--- src/shared/cocb_params.svh ---
// constants for the charger option configuration bank
`ifndef COCB_PARAMS_SVH
`define COCB_PARAMS_SVH
// ----------------------------------------------------------------
// register offsets (command codes)
// ----------------------------------------------------------------
`define COCB_OFS_PROT_BOOST 8'h37
`define COCB_OFS_LIMIT_SRC 8'h38
// ----------------------------------------------------------------
// field positions
// ----------------------------------------------------------------
`define COCB_BIT_EXT_LIMIT 7
`define COCB_BIT_DCHG_EN 15
`define COCB_BIT_DEG_SEL 12
`define COCB_BIT_ADP_FLAG 11
`define COCB_BIT_OC_EN 10
`define COCB_BIT_OC_LEVEL 9
`define COCB_BIT_BOOST_STAT 1
// ----------------------------------------------------------------
// reset values, writable masks, fixed reserved values
// ----------------------------------------------------------------
`define COCB_RST_PROT_BOOST 16'h1240
`define COCB_WMASK_PROT_BOOST 16'h96FC
`define COCB_FIXED_PROT_BOOST 16'h0000
`define COCB_RST_LIMIT_SRC 16'h0384
`define COCB_WMASK_LIMIT_SRC 16'h0080
`define COCB_FIXED_LIMIT_SRC 16'h0304
// ----------------------------------------------------------------
// timing
// ----------------------------------------------------------------
`define COCB_CLK_MHZ 100
`define COCB_DEG_SHORT_MS 150
`define COCB_DEG_LONG_MS 1300
`define COCB_DEG_SHORT_CYC (`COCB_DEG_SHORT_MS * 1000 * `COCB_CLK_MHZ)
`define COCB_DEG_LONG_CYC (`COCB_DEG_LONG_MS * 1000 * `COCB_CLK_MHZ)
`endif

--- src/shared/cocb_pkg.sv ---
// types for the charger option configuration bank
package cocb_pkg;
  // which deglitch policy applies to the next adapter insertion
  typedef enum logic [1:0] {
    COCB_INS_FIRST,
    COCB_INS_NORMAL,
    COCB_INS_AFTER_FAULT
  } cocb_ins_state_t;
  typedef logic [15:0] cocb_word_t;
endpackage : cocb_pkg

--- src/core/cocb_deglitch.sv ---
// rising-edge deglitch filter for the adapter-ok detection
`timescale 1ns/100ps
`default_nettype none
module cocb_deglitch #(
  parameter int CNT_W = 28,
  parameter int SHORT_CYC = 15000000,
  parameter int LONG_CYC = 130000000
) (
  // clock and reset
  input wire logic clk_in,
  input wire logic rst_n_in,
  // detection
  input wire logic raw_in,
  input wire logic long_in,
  output logic ok_out,
  output logic rise_out
);
  // ----------------------------------------------------------------
  // elaboration check
  // ----------------------------------------------------------------
  if (SHORT_CYC < 1 || LONG_CYC < 1 || LONG_CYC >= (64'd1 << CNT_W)) begin : g_chk
    $error("cocb_deglitch: counts do not fit the counter");
  end
  // ----------------------------------------------------------------
  // counter
  // ----------------------------------------------------------------
  logic [CNT_W-1:0] count;
  wire [CNT_W-1:0] target = long_in ? CNT_W'(LONG_CYC - 1) : CNT_W'(SHORT_CYC - 1);
  wire reached = !ok_out && raw_in && (count >= target);
  wire [CNT_W-1:0] next_count = (!raw_in || ok_out) ? '0 : count + CNT_W'(1);
  // falling edges pass at once; only a steady high rises the output
  always_ff @(posedge clk_in or negedge rst_n_in) begin
    if (!rst_n_in) begin
      count <= '0;
      ok_out <= 1'b0;
      rise_out <= 1'b0;
    end else begin
      count <= next_count;
      ok_out <= raw_in && (ok_out || reached);
      rise_out <= reached;
    end
  end
endmodule : cocb_deglitch
`default_nettype wire

--- src/core/cocb_top.sv ---
// charger option configuration bank: two option registers and adapter-ok deglitch
`timescale 1ns/100ps
`default_nettype none
`include "cocb_params.svh"
module cocb_top #(
  parameter int DEG_SHORT_CYC = `COCB_DEG_SHORT_CYC,
  parameter int DEG_LONG_CYC = `COCB_DEG_LONG_CYC,
  parameter int LIMIT_W = 16
) (
  // clock and reset
  input wire logic mclk_in,
  input wire logic rstn_in,
  // register port
  input wire logic reg_wr_in,
  input wire logic reg_rd_in,
  input wire logic [7:0] reg_addr_in,
  input wire cocb_pkg::cocb_word_t reg_wdata_in,
  output cocb_pkg::cocb_word_t reg_rdata_out,
  output logic reg_rvalid_out,
  output logic reg_err_out,
  // current limit sources
  input wire logic [LIMIT_W-1:0] charge_reg_limit_in,
  input wire logic [LIMIT_W-1:0] discharge_reg_limit_in,
  input wire logic [LIMIT_W-1:0] current_limit_pin_in,
  output logic [LIMIT_W-1:0] charge_limit_out,
  output logic [LIMIT_W-1:0] discharge_limit_out,
  // adapter detection
  input wire logic adapter_detect_input_in,
  input wire logic adapter_detect_fault_in,
  input wire logic boost_stat_in,
  output logic adapter_ok_pin_out,
  output logic adapter_switch_on_out,
  output logic reverse_block_switch_on_out,
  // control levels
  output logic ext_limit_pin_select_out,
  output logic discharge_reg_enable_out,
  output logic input_overcurrent_enable_out,
  output logic input_overcurrent_level_out,
  output logic [7:2] boost_options_out
);
  import cocb_pkg::*;
  // ----------------------------------------------------------------
  // elaboration check
  // ----------------------------------------------------------------
  if (LIMIT_W < 1 || LIMIT_W > 16) begin : g_chk
    $error("cocb_top: LIMIT_W must be 1 to 16");
  end
  // ----------------------------------------------------------------
  // reset release
  // ----------------------------------------------------------------
  logic rst_meta;
  logic rst_n;
  // two stages so the release is clean against mclk_in
  always_ff @(posedge mclk_in or negedge rstn_in) begin
    if (!rstn_in) begin
      rst_meta <= 1'b0;
      rst_n <= 1'b0;
    end else begin
      rst_meta <= 1'b1;
      rst_n <= rst_meta;
    end
  end
  // ----------------------------------------------------------------
  // register storage and decode
  // ----------------------------------------------------------------
  cocb_word_t prot_boost;
  cocb_word_t limit_src;
  wire hit_prot = reg_addr_in == `COCB_OFS_PROT_BOOST;
  wire hit_limit = reg_addr_in == `COCB_OFS_LIMIT_SRC;
  wire wr_prot = reg_wr_in && hit_prot;
  wire wr_limit = reg_wr_in && hit_limit;
  // only writable bits take the new value; reserved bits keep fixed values
  wire cocb_word_t next_prot_boost = (prot_boost & ~`COCB_WMASK_PROT_BOOST)
                                   | (reg_wdata_in & `COCB_WMASK_PROT_BOOST);
  wire cocb_word_t next_limit_src = (limit_src & ~`COCB_WMASK_LIMIT_SRC)
                                  | (reg_wdata_in & `COCB_WMASK_LIMIT_SRC);
  always_ff @(posedge mclk_in or negedge rst_n) begin
    if (!rst_n) begin
      prot_boost <= `COCB_RST_PROT_BOOST;
      limit_src <= `COCB_RST_LIMIT_SRC;
    end else begin
      if (wr_prot) begin
        prot_boost <= next_prot_boost;
      end
      if (wr_limit) begin
        limit_src <= next_limit_src;
      end
    end
  end
  // ----------------------------------------------------------------
  // field views
  // ----------------------------------------------------------------
  wire ext_sel = limit_src[`COCB_BIT_EXT_LIMIT];
  wire deg_sel = prot_boost[`COCB_BIT_DEG_SEL];
  wire adapter_ok;
  // ----------------------------------------------------------------
  // read-back
  // ----------------------------------------------------------------
  // flag and boost status are live; stored copies of those bits are never used
  wire cocb_word_t prot_view = (prot_boost & `COCB_WMASK_PROT_BOOST) | `COCB_FIXED_PROT_BOOST
                             | (16'h0001 << `COCB_BIT_ADP_FLAG) & {16{adapter_ok}}
                             | (16'h0001 << `COCB_BIT_BOOST_STAT) & {16{boost_stat_in}};
  wire cocb_word_t limit_view = (limit_src & `COCB_WMASK_LIMIT_SRC) | `COCB_FIXED_LIMIT_SRC;
  wire cocb_word_t next_rdata = hit_prot ? prot_view : (hit_limit ? limit_view : 16'h0000);
  wire next_err = (reg_rd_in || reg_wr_in) && !hit_prot && !hit_limit;
  always_ff @(posedge mclk_in or negedge rst_n) begin
    if (!rst_n) begin
      reg_rdata_out <= 16'h0000;
      reg_rvalid_out <= 1'b0;
      reg_err_out <= 1'b0;
    end else begin
      reg_rdata_out <= reg_rd_in ? next_rdata : reg_rdata_out;
      reg_rvalid_out <= reg_rd_in;
      reg_err_out <= next_err;
    end
  end
  // ----------------------------------------------------------------
  // current limit selection
  // ----------------------------------------------------------------
  wire [LIMIT_W-1:0] chg_min = (current_limit_pin_in < charge_reg_limit_in)
                             ? current_limit_pin_in : charge_reg_limit_in;
  wire [LIMIT_W-1:0] dchg_min = (current_limit_pin_in < discharge_reg_limit_in)
                              ? current_limit_pin_in : discharge_reg_limit_in;
  wire [LIMIT_W-1:0] next_chg = ext_sel ? chg_min : charge_reg_limit_in;
  wire [LIMIT_W-1:0] next_dchg = ext_sel ? dchg_min : discharge_reg_limit_in;
  // ----------------------------------------------------------------
  // insertion policy
  // ----------------------------------------------------------------
  cocb_ins_state_t ins_state;
  cocb_ins_state_t next_ins_state;
  wire ok_rise;
  // a fault in the same cycle as a completed rise still arms the long delay
  always_comb begin
    next_ins_state = ins_state;
    case (ins_state)
      COCB_INS_FIRST: begin
        if (adapter_detect_fault_in) begin
          next_ins_state = COCB_INS_AFTER_FAULT;
        end else if (ok_rise) begin
          next_ins_state = COCB_INS_NORMAL;
        end
      end
      COCB_INS_NORMAL: begin
        if (adapter_detect_fault_in) begin
          next_ins_state = COCB_INS_AFTER_FAULT;
        end
      end
      COCB_INS_AFTER_FAULT: begin
        if (ok_rise && !adapter_detect_fault_in) begin
          next_ins_state = COCB_INS_NORMAL;
        end
      end
      default: begin
        next_ins_state = COCB_INS_FIRST;
      end
    endcase
  end
  always_ff @(posedge mclk_in or negedge rst_n) begin
    if (!rst_n) begin
      ins_state <= COCB_INS_FIRST;
    end else begin
      ins_state <= next_ins_state;
    end
  end
  // first insertion short, after a fault long, otherwise the select bit
  wire use_long = (ins_state == COCB_INS_AFTER_FAULT)
               || (ins_state == COCB_INS_NORMAL && deg_sel);
  // ----------------------------------------------------------------
  // deglitch filter
  // ----------------------------------------------------------------
  // a fault forces the detect low so the switches drop at once
  wire detect = adapter_detect_input_in && !adapter_detect_fault_in;
  cocb_deglitch #(
    .CNT_W(28),
    .SHORT_CYC(DEG_SHORT_CYC),
    .LONG_CYC(DEG_LONG_CYC)
  ) u_deglitch (
    .clk_in(mclk_in),
    .rst_n_in(rst_n),
    .raw_in(detect),
    .long_in(use_long),
    .ok_out(adapter_ok),
    .rise_out(ok_rise)
  );
  // ----------------------------------------------------------------
  // output flops
  // ----------------------------------------------------------------
  always_ff @(posedge mclk_in or negedge rst_n) begin
    if (!rst_n) begin
      charge_limit_out <= '0;
      discharge_limit_out <= '0;
      adapter_ok_pin_out <= 1'b0;
      adapter_switch_on_out <= 1'b0;
      reverse_block_switch_on_out <= 1'b0;
      ext_limit_pin_select_out <= 1'b1;
      discharge_reg_enable_out <= 1'b0;
      input_overcurrent_enable_out <= 1'b0;
      input_overcurrent_level_out <= 1'b1;
      boost_options_out <= 6'h10;
    end else begin
      charge_limit_out <= next_chg;
      discharge_limit_out <= next_dchg;
      adapter_ok_pin_out <= adapter_ok;
      adapter_switch_on_out <= adapter_ok;
      reverse_block_switch_on_out <= adapter_ok;
      ext_limit_pin_select_out <= ext_sel;
      discharge_reg_enable_out <= prot_boost[`COCB_BIT_DCHG_EN];
      input_overcurrent_enable_out <= prot_boost[`COCB_BIT_OC_EN];
      input_overcurrent_level_out <= prot_boost[`COCB_BIT_OC_LEVEL];
      boost_options_out <= prot_boost[7:2];
    end
  end
endmodule : cocb_top
`default_nettype wire

--- config.mk ---
export PLATFORM = sky130hd
export DESIGN_NAME = cocb_top
export DESIGN_NICKNAME = d
export VERILOG_FILES = /design/src/shared/cocb_pkg.sv /design/src/core/cocb_deglitch.sv /design/src/core/cocb_top.sv
export VERILOG_INCLUDE_DIRS = /design/src /design/src/shared
export SDC_FILE = /design/constraint.sdc
export NUM_CORES = 1
export LEC_CHECK = 0
export ABC_CLOCK_PERIOD_IN_PS = 7850
export BUFFER_PORTS_ARGS = -buffer_cell sky130_fd_sc_hd__clkbuf_2
export CORE_MARGIN = 3
export CORE_UTILIZATION = 57
export CTS_CLUSTER_DIAMETER = 30
export DETAILED_ROUTE_END_ITERATION = 16
export GPL_TIMING_DRIVEN = 0
export HOLD_SLACK_MARGIN = 0.12
export MAX_ROUTING_LAYER = met4
export PLACE_DENSITY = 0.85
export SYNTH_ARGS = -nofsm -noshare
export SYNTH_HDL_FRONTEND = slang
export SYNTH_SLANG_ARGS = --single-unit
export TNS_END_PERCENT = 100
--- constraint.sdc ---
create_clock -name mclk_in -period 7.85 [get_ports mclk_in]
set_clock_uncertainty 0.2 [all_clocks]
set_input_delay 1.57 -clock mclk_in [delete_from_list [all_inputs] [get_ports mclk_in]]
set_output_delay 1.57 -clock mclk_in [all_outputs]
set_load 0.005 [all_outputs]
Yosys cells after proc, flatten, opt, wreduce, memory -nomap -nowiden

Index checks and enable logic that the tools add are counted.

Flip-flop bits (word level): 127
Input port bits: 79
Output and inout port bits: 63

Add/sub/neg operators: 1
$lt $le $gt $ge: 3
Equal/unequal tests: 7
Multiplexer cells: 13
Bitwise operators: 4
Reduce and logical (&&, ||, !) cells: 21

Operators by type and width:

| kind                  | number |
|---|---|
| $mux 16               | 5 |
| $lt 16x16->1          | 2 |
| $add 28x1->28 const B | 1 |
| $ge 28x28->1          | 1 |
| $mux 28               | 1 |
| $mux 27               | 1 |
| $eq 8x6->1 const B    | 2 |
| $or 15x16->16         | 1 |
| $or 16x12->16         | 1 |
| $or 16x2->16          | 1 |
| $or 16x8->16          | 1 |
| $logic_and 1x1->1     | 10 |
| $mux 10               | 1 |
| $mux 2                | 4 |
| $pmux 2 s3            | 1 |
| $logic_not 1->1       | 5 |
| $logic_or 1x1->1      | 4 |
| $ne 2x2->1 const B    | 2 |
| $ne 3x2->1 const B    | 1 |
| $reduce_and 3->1      | 1 |
| $eq 2x1->1 const B    | 1 |
| $eq 2x2->1 const B    | 1 |
| $logic_not 2->1       | 1 |

Depth between registers and ports, before layout

Gate-level depths: netlist of run 1.

Depth in word-level cells: 8
Depth in mapped cells: 11
Gate-level depth less buffers: 10

Cells and area by module

From an unflattened synthesis of run 1, not the netlist that was laid out.

Cell total of the unflattened synthesis: 463
Area total of the unflattened synthesis: 5,370.2 um2

Modules (own cells, without submodules):

| module        | instances | cells each | area each (um2) | seq. area each (um2) |
|---|---|---|---|---|
| cocb_top      | 1         | 275        | 3,565.9         | 1,835.5 |
| cocb_deglitch | 1         | 188        | 1,804.2         | 750.7 |

Least setup slack after synthesis of run 1

OpenSTA, ideal clock, no wires.

Path kind: input to register
Start: input port discharge_reg_limit_in[9]
End: register discharge_limit_out[12]
Arrival time: 3,086 ps
Data required time: 7,523 ps
Path slack: 4,437 ps
Stages on the path: 9
Buffers on the path: 1
Path through: inv_1 ha_1 a21o_1 a21o_1 a21o_1 a21oi_1 o21ai_2 buf_6 mux2_1

Cells in the longest elaborated chain, start to end: 3

Ends and longest elaborated chain:

| element              | RTL line        | RTL |
|---|---|---|
| start, declared      | cocb_top.sv:23  | `input wire logic [LIMIT_W-1:0] discharge_reg_limit_in,` |
| $lt 16x16->1         | cocb_top.sv:122 | `wire [LIMIT_W-1:0] dchg_min = (current_limit_pin_in < discharge_reg_limit_in)` |
| $mux 16              | cocb_top.sv:123 | `? current_limit_pin_in : discharge_reg_limit_in;` |
| $mux 16              | cocb_top.sv:125 | `wire [LIMIT_W-1:0] next_dchg = ext_sel ? dchg_min : discharge_reg_limit_in;` |
| via next_dchg[12]    | cocb_top.sv:125 |  |
| end signal, assigned | cocb_top.sv:202 | `discharge_limit_out <= next_dchg;` |
| end, declared        | cocb_top.sv:26  | `output logic [LIMIT_W-1:0] discharge_limit_out,` |

The timed path passes the listed nets, and every way through them passes these cells.
A chain may end at the register's enable or synchronous reset.

Worst setup path after layout of run 1

Start: input port discharge_reg_limit_in[1]
End: register discharge_limit_out[7]

Same word-level chain as after synthesis.

==> impl_metrics.yaml, run 1 <==
synth:
  synthSimpleGateAreaFrac_pct: 13.8
  synth_seq_area_share_pct: 49.7
  synth_seq_cells: 103
  synth-async-reset-ratio_pct: 100
  synth_flop_cell: "dfrtp_1"
  yosys.cell_types.count: 58
  synth_top_family_by_area: "simple AND/OR/NAND/NOR gates"
  synthesis.area_um2: 5200
  ys_warn_count: 0
  synth_edf_count: 0
  synth_cells: 467
  synth_mux_area_share_pct: 9.72
  synth.avg_cell_area_um2: 11.1
  synth_xor_area_share_pct: 4.04
  synthAdderAreaFrac_pct: 8.66
  synth_compound_area_share_pct: 8.30
sta:
  rsz0062_at_grt: "no"
  hold_viol_final: 0
  post-route-min-period_ns: 3.40
  fmax_mhz: 294
  setup_viol: 0
  slew_headroom_pct: 39.4
  setup_ws_ns: 4.45
  fin_tns_setup_ns: 0
  worst_pin_slew_ns: 0.901
  fin_crit_sh_pct: 43.3
  drv_slew: 0
detailed_routing:
  drt_iter0_drc: 139
  viasPerCell: 5.47
  wl_per_cell_um: 15.1
  drcViolationCount: 0
  vias: 3970
  antenna_left: 0
  first_pass_iters: 4
  finalWirelength_mm: 11.0
setup_path:
  slowest_delay_ns: 0.44
  required_ns: 7.90
  rr_startpoint: "ins_state[1]"
  crit_cells: 9
  end_kind: "flop"
  reg2reg_depth: 10
  r2r-end: "u_deglitch.ok_out"
  start_kind: "input port"
  critPathTopFamily: "compound AO/OA/AOI/OAI gates"
  worstSetupPathType: "input port to flop"
  cp.arrival_ns: 3.45
  crit_buf_inv: 3
  path_cells: "clkbuf_2 -> inv_1 -> ha_1 -> a21o_1 -> a211oi_1 -> o31a_1 -> o21ai_2 -> buf_6 -> mux2_2"
  reg2reg_setup_slack_ns: 4.71
  cp_slowest_cell: "o21ai_2"
  crit_fanout: 10
global_route:
  grt_usage_pct: 23.6
  grt_start_max_net_pins: 60
  top_usage_layer: "met2"
  grt_use_met1_pct: 28.0
  grt_overflow: 0
  antenna_found_initial: 0
  met2_usage_pct: 40.0
  grt_pass1_vias: 4117
  grt_pass1_wl_mm: 18.9
  grtUsageMet3_pct: 6.61
placed_design:
  place_area_um2: 6040
  place.gp.congestion: 0.901
  dp_hpwl_mm: 8.46
  place_ws_ns: 4.10
  io_buffers: 132
floorplanning:
  die_h_um: 102
  rows: 34
  core_um2: 8810
  initial_utilization_pct: 59.1
  die_w_um: 102
  io_pins: 142
  dieArea_um2: 10300
layout:
  finish.net_count: 728
  utilization_pct: 71.0
  postLayoutCellArea_um2: 6260
  fillers: 654
  n_antenna_cell: 0
  drive_above_1_share_pct: 36.6
  layout-area-overhead-vs-synth_pct: 20.3
cts:
  cts_tree: "yes"
  holdBufCountCts: 0
  htreeDepth: 3
  cts-resized-gates: 0
  root_buffer: "clkbuf_8"
  cts.reportedPaths.clkPinSlew_ns: 0.12
  insertion_delay_ns: 0.36
  cts_buffer_depth: 2
  post_cts_buffers: 0
  tritoncts.num_buffers: 9
  clock_sinks: 103
power_and_ir_drop:
  power_w: 0.00102
  peakVddDrop_mv: 0.128
  leakage_nw: 3.24
  power_density_nw_per_um2: 162
min_path:
  hp-class: "flop to asynchronous set/reset pin"
run:
  max-cap-violations: 0
outcome:
  status: "complete, no violations"
[per-stage QoR]
| stage | cells | hold slack [ns] |
|---|---|---|
| 6_report | 726 | 0.139 |
| 5_1_grt | 726 | 0.174 |
| 4_1_cts | 726 | 0.165 |
| 3_5_place_dp | 710 | 0.140 |
| 3_3_place_gp | 709 | 0.135 |
| 2_1_floorplan | 469 | 0.131 |
[worst max path at each step]
stage / from / end / slack, ns
2_1_floorplan: discharge_reg_limit_in[9] / discharge_limit_out[12] / 4.44
3_3_place_gp: rst_n / discharge_reg_enable_out / 3.66
3_5_place_dp: discharge_reg_limit_in[1] / discharge_limit_out[13] / 4.10
4_1_cts: discharge_reg_limit_in[1] / discharge_limit_out[7] / 4.47
5_1_grt: discharge_reg_limit_in[7] / discharge_limit_out[7] / 4.41
6_report: discharge_reg_limit_in[1] / discharge_limit_out[7] / 4.45
[synth_stat cells (all sizes together) (10+ instances only)]
cell type   n  area [um^2]
dfrtp      96         2400
inv        46          173
mux2       44          495
nor2       37          141
ha         36          450
nand2      20         75.1
nand3      20          105
xor2       17          149
a21oi      16         80.1
a21o       15          113
nand4      13         96.3
o21ai      13         72.6
clkbuf     10         38.8
[where the power goes]
part	leakage, nW	total, W	internal, W	switching [W]
sequential	1.31	0.000558	0.000548	0.0000107
clock	0.109	0.000348	0.000133	0.000215
combinational	1.82	0.000109	0.0000547	0.0000540
[worst reg2reg max path, stage by stage, from the launching register on]
cell	delay (ns)
dfrtp_1	0.43
nand3b_2	0.33
and2_2	0.26
inv_1	0.20
ha_1	0.30
a31o_2	0.26
a21boi_0	0.21
o22ai_1	0.14
a2111oi_2	0.42
nand2_1	0.10
o211a_1	0.21
[registers in the layout, summed over array words and instances (netlist names)]
register / flops
boost_options_out: 6
charge_limit_out: 16
discharge_limit_out: 16
discharge_reg_enable_out: 1
ext_limit_pin_select_out: 1
input_overcurrent_enable_out: 1
input_overcurrent_level_out: 1
ins_state: 2
limit_src: 1
prot_boost: 10
reg_err_out: 1
reg_rdata_out: 13
reg_rvalid_out: 1
reverse_block_switch_on_out: 1
rst_meta: 1
rst_n: 1
u_deglitch.count: 28
u_deglitch.ok_out: 1
u_deglitch.rise_out: 1
[routing by layer]
layer	vias up	wire [um]
met2	103	5690
met5	-	0
met1	1946	4510
li1	1913	-
met3	8	683
met4	0	91
[cell type report]
type	instances	area [um^2]	share of cell area, %
flip-flops and latches	103	2590	41.4
multi-input cells	301	2330	37.3
inverters	46	173	2.76
plain buffers	19	118	1.88
clock buffers	9	124	1.98
well taps	108	135	2.16
repair buffers	133	688	11.0
clock inverters	7	96.3	1.54
[placed cells by master (no fill, tap or decap), drive strengths merged, types with 10 or more instances in the layout]
| cell type | netlist | final |
|---|---|---|
| ha | 36 | 36 |
| nand2 | 20 | 20 |
| buf | 9 | 10 |
| xor2 | 17 | 17 |
| dfrtp | 96 | 96 |
| nor2 | 37 | 37 |
| a21o | 15 | 15 |
| o21ai | 13 | 13 |
| nand4 | 13 | 13 |
| inv | 46 | 50 |
| a21oi | 16 | 16 |
| nand3 | 20 | 20 |
| clkbuf | 10 | 151 |
| mux2 | 44 | 44 |
[cell families (layout without fill, tap and decap cells)]
| group | count (synthesis) | count (layout) |
|---|---|---|
| simple gates | 128 | 128 |
| flops | 103 | 103 |
| buf+inv | 65 | 214 |
| compound gates | 64 | 64 |
| mux | 45 | 45 |
| fa+ha+maj | 36 | 36 |
| xor+xnor | 24 | 24 |
| other cells | 2 | 4 |
(Power assumes the default switching activity.)
==> run 2: changes to the inputs <==
ABC_AREA = 1   (was default)
ABC_CLOCK_PERIOD_IN_PS = 3550   (was 7850)
CORE_UTILIZATION = 54   (was 57)
PLACE_DENSITY = 0.8   (was 0.85)
clock period = 3.55 ns   (was 7.85 ns; I/O delays follow)
==> impl_metrics.yaml, run 2 <==
sta:
  fmax_mhz: 428
  rsz0062_at_grt: "no"
  drv_slew: 0
  post-route-min-period_ns: 2.34
  fin_crit_sh_pct: 65.9
  hold_viol_final: 0
  fin_tns_setup_ns: 0
  setup_viol: 0
  worst_pin_slew_ns: 0.645
  slew_headroom_pct: 56.9
  whs_ns: 0.135
synth:
  synth_area_leaders: "dfrtp_1, nand2_1, ha_1"
  synth_seq_cells: 103
  synth-async-reset-ratio_pct: 100
  synth_xor_area_share_pct: 2.52
  synth_edf_count: 0
  yosys.cell_types.count: 38
  synth_flop_cell: "dfrtp_1"
  ys_top_cells_by_count: "nand2_1, dfrtp_1, inv_1, nor2_1, nand3_1"
  ys_warn_count: 0
  synth_compound_area_share_pct: 6.47
  synthSimpleGateAreaFrac_pct: 28.4
  synth_seq_area_share_pct: 46.4
  synth.avg_cell_area_um2: 8.20
  synth_mux_area_share_pct: 0
  synthAdderAreaFrac_pct: 8.09
  synth_top_cell_by_area: "dfrtp_1"
  synth_cells: 679
  yosysTopAreaCellShare_pct: 43.1
  synth_top_family_by_area: "simple AND/OR/NAND/NOR gates"
  yosysMostFrequentCell: "nand2_1"
  synthesis.area_um2: 5570
cts:
  tritoncts.num_buffers: 9
  cts-resized-gates: 0
  htreeDepth: 3
  post_cts_buffers: 0
  cts.reportedPaths.clkPinSlew_ns: 0.10
  cts_tree: "yes"
  clock_sinks: 103
  holdBufCountCts: 3
  root_buffer: "clkbuf_8"
  cts_buffer_depth: 2
  insertion_delay_ns: 0.39
global_route:
  grt_pass1_vias: 5112
  antenna_found_initial: 0
  grt_usage_pct: 26.2
  grt_overflow: 0
  grt_pass1_wl_mm: 23.2
  grt_start_max_net_pins: 76
setup_path:
  reg2reg_depth: 13
  r2r-end: "u_deglitch.rise_out"
  cp_common_cell: "nand2_1"
  worstSetupPathType: "flop to flop"
  critPathTopFamily: "simple AND/OR/NAND/NOR gates"
  slowest_delay_ns: 0.58
  rr_startpoint: "prot_boost[12]"
  critPathCapture: "u_deglitch.rise_out"
  end_kind: "flop"
  cp.arrival_ns: 2.42
  start_kind: "flop"
  reg2reg_setup_slack_ns: 1.21
  crit_cells: 13
  path_cells: "nand3_1 -> nand2_1 -> ha_1 -> a21oi_1 -> nand2_1 -> nand2_1 -> nand2_1 -> nor2_1 -> nand2_1 -> nand2_1 -> nand3_1 -> nand2_1 -> inv_1"
  cp_slowest_cell: "dfstp_2"
  crit_fanout: 7
  crit_buf_inv: 1
  required_ns: 3.63
  crit_start: "prot_boost[12]"
power_and_ir_drop:
  power_density_nw_per_um2: 335
  peakVddDrop_mv: 0.251
  leakage_nw: 3.63
min_path:
  hp-class: "flop to asynchronous set/reset pin"
layout:
  largest_register_ffs: 28
  final_cell_mix: "nand2_1, clkbuf_2, dfrtp_1"
  utilization_pct: 67.3
  n_antenna_cell: 0
  largestRegisters: "u_deglitch.count: 28 flops, charge_limit_out: 16 flops, discharge_limit_out: 16 flops"
  finish.net_count: 943
  drive_above_1_share_pct: 23.8
  layout-area-overhead-vs-synth_pct: 19.8
  final_common_cell: "nand2_1"
  fillers: 858
  regMostFlops: "u_deglitch.count"
  fin_cells: 966
floorplanning:
  core_um2: 9910
  initial_utilization_pct: 56.2
  io_pins: 142
  rows: 36
  die_w_um: 108
  dieArea_um2: 11600
  die_h_um: 108
detailed_routing:
  antenna_left: 0
  wl_per_cell_um: 14.2
  drcViolationCount: 0
  viasPerCell: 5.19
  first_pass_iters: 5
  vias: 5018
  finalWirelength_mm: 13.7
  drt_iter0_drc: 196
run:
  max-cap-violations: 0
placed_design:
  io_buffers: 132
  placedCellCount: 947
  place.gp.congestion: 0.957
  dp_hpwl_mm: 10.8
outcome:
  status: "complete, no violations"
run 2: cell count changes after synthesis, sizes merged, moves of 6 or more:
cell and delta:
and4 -6, xor2 -8, a22o +8, inv +41, nor3 +11, mux2 -44
nor2 +27, nand3 +40, buf +6, clkbuf -6, nand2 +186, a21o -15
run 2: through the flow:
stage / power [W] / area, um^2 / setup slack (ns)
floorplan: 0.00139 / 5580 / 0.281
global placement: 0.00150 / 6400 / -0.753
detailed placement: 0.00152 / 6440 / 0.874
CTS: 0.00226 / 6670 / 1.19
global route: 0.00235 / 6670 / 0.964
finish: 0.00223 / 6670 / 1.21
run 2: cells by family after synthesis:
family	count (synthesis)
flip-flops	103
XOR/XNOR	16
adder cells (fa/ha/maj)	36
other	2
AO/OA/AOI/OAI	52
AND/OR/NAND/NOR	363
buffers and inverters	107
run 2: report_power, final:
group | internal (W) | switching [W] | total, W
sequential | 0.00121 | 0.0000145 | 0.00122
clock | 0.000278 | 0.000455 | 0.000733
combinational | 0.000113 | 0.000163 | 0.000276
run 2: worst min path at each step:
stage,startpoint,to,slack [ns]
6_report,rst_n,u_deglitch.count[5],0.13
4_1_cts,rst_meta,rst_n,0.16
2_1_floorplan,rst_meta,rst_n,0.13
3_3_place_gp,rst_meta,rst_n,0.14
5_1_grt,rst_meta,rst_n,0.17
3_5_place_dp,rst_n,discharge_limit_out[10],0.06
run 2: final cells by class:
cell class	instances	area, um^2	area share, %
Inverter	88	330	4.95
Clock buffer	9	124	1.86
Buffer	19	114	1.71
Timing Repair Buffer	136	728	10.9
Sequential cell	103	2590	38.8
Clock inverter	7	72.6	1.09
Tap cell	133	166	2.49
Multi-Input combinational cell	471	2550	38.2
run 2: per-layer routing:
metal	wire length [um]	up-vias	global-route usage, %
li1	-	2471	-
met1	5700	2358	31.2
met2	6930	155	43.8
met3	708	34	5.28
met4	383	0	10.5
met5	0	-	-
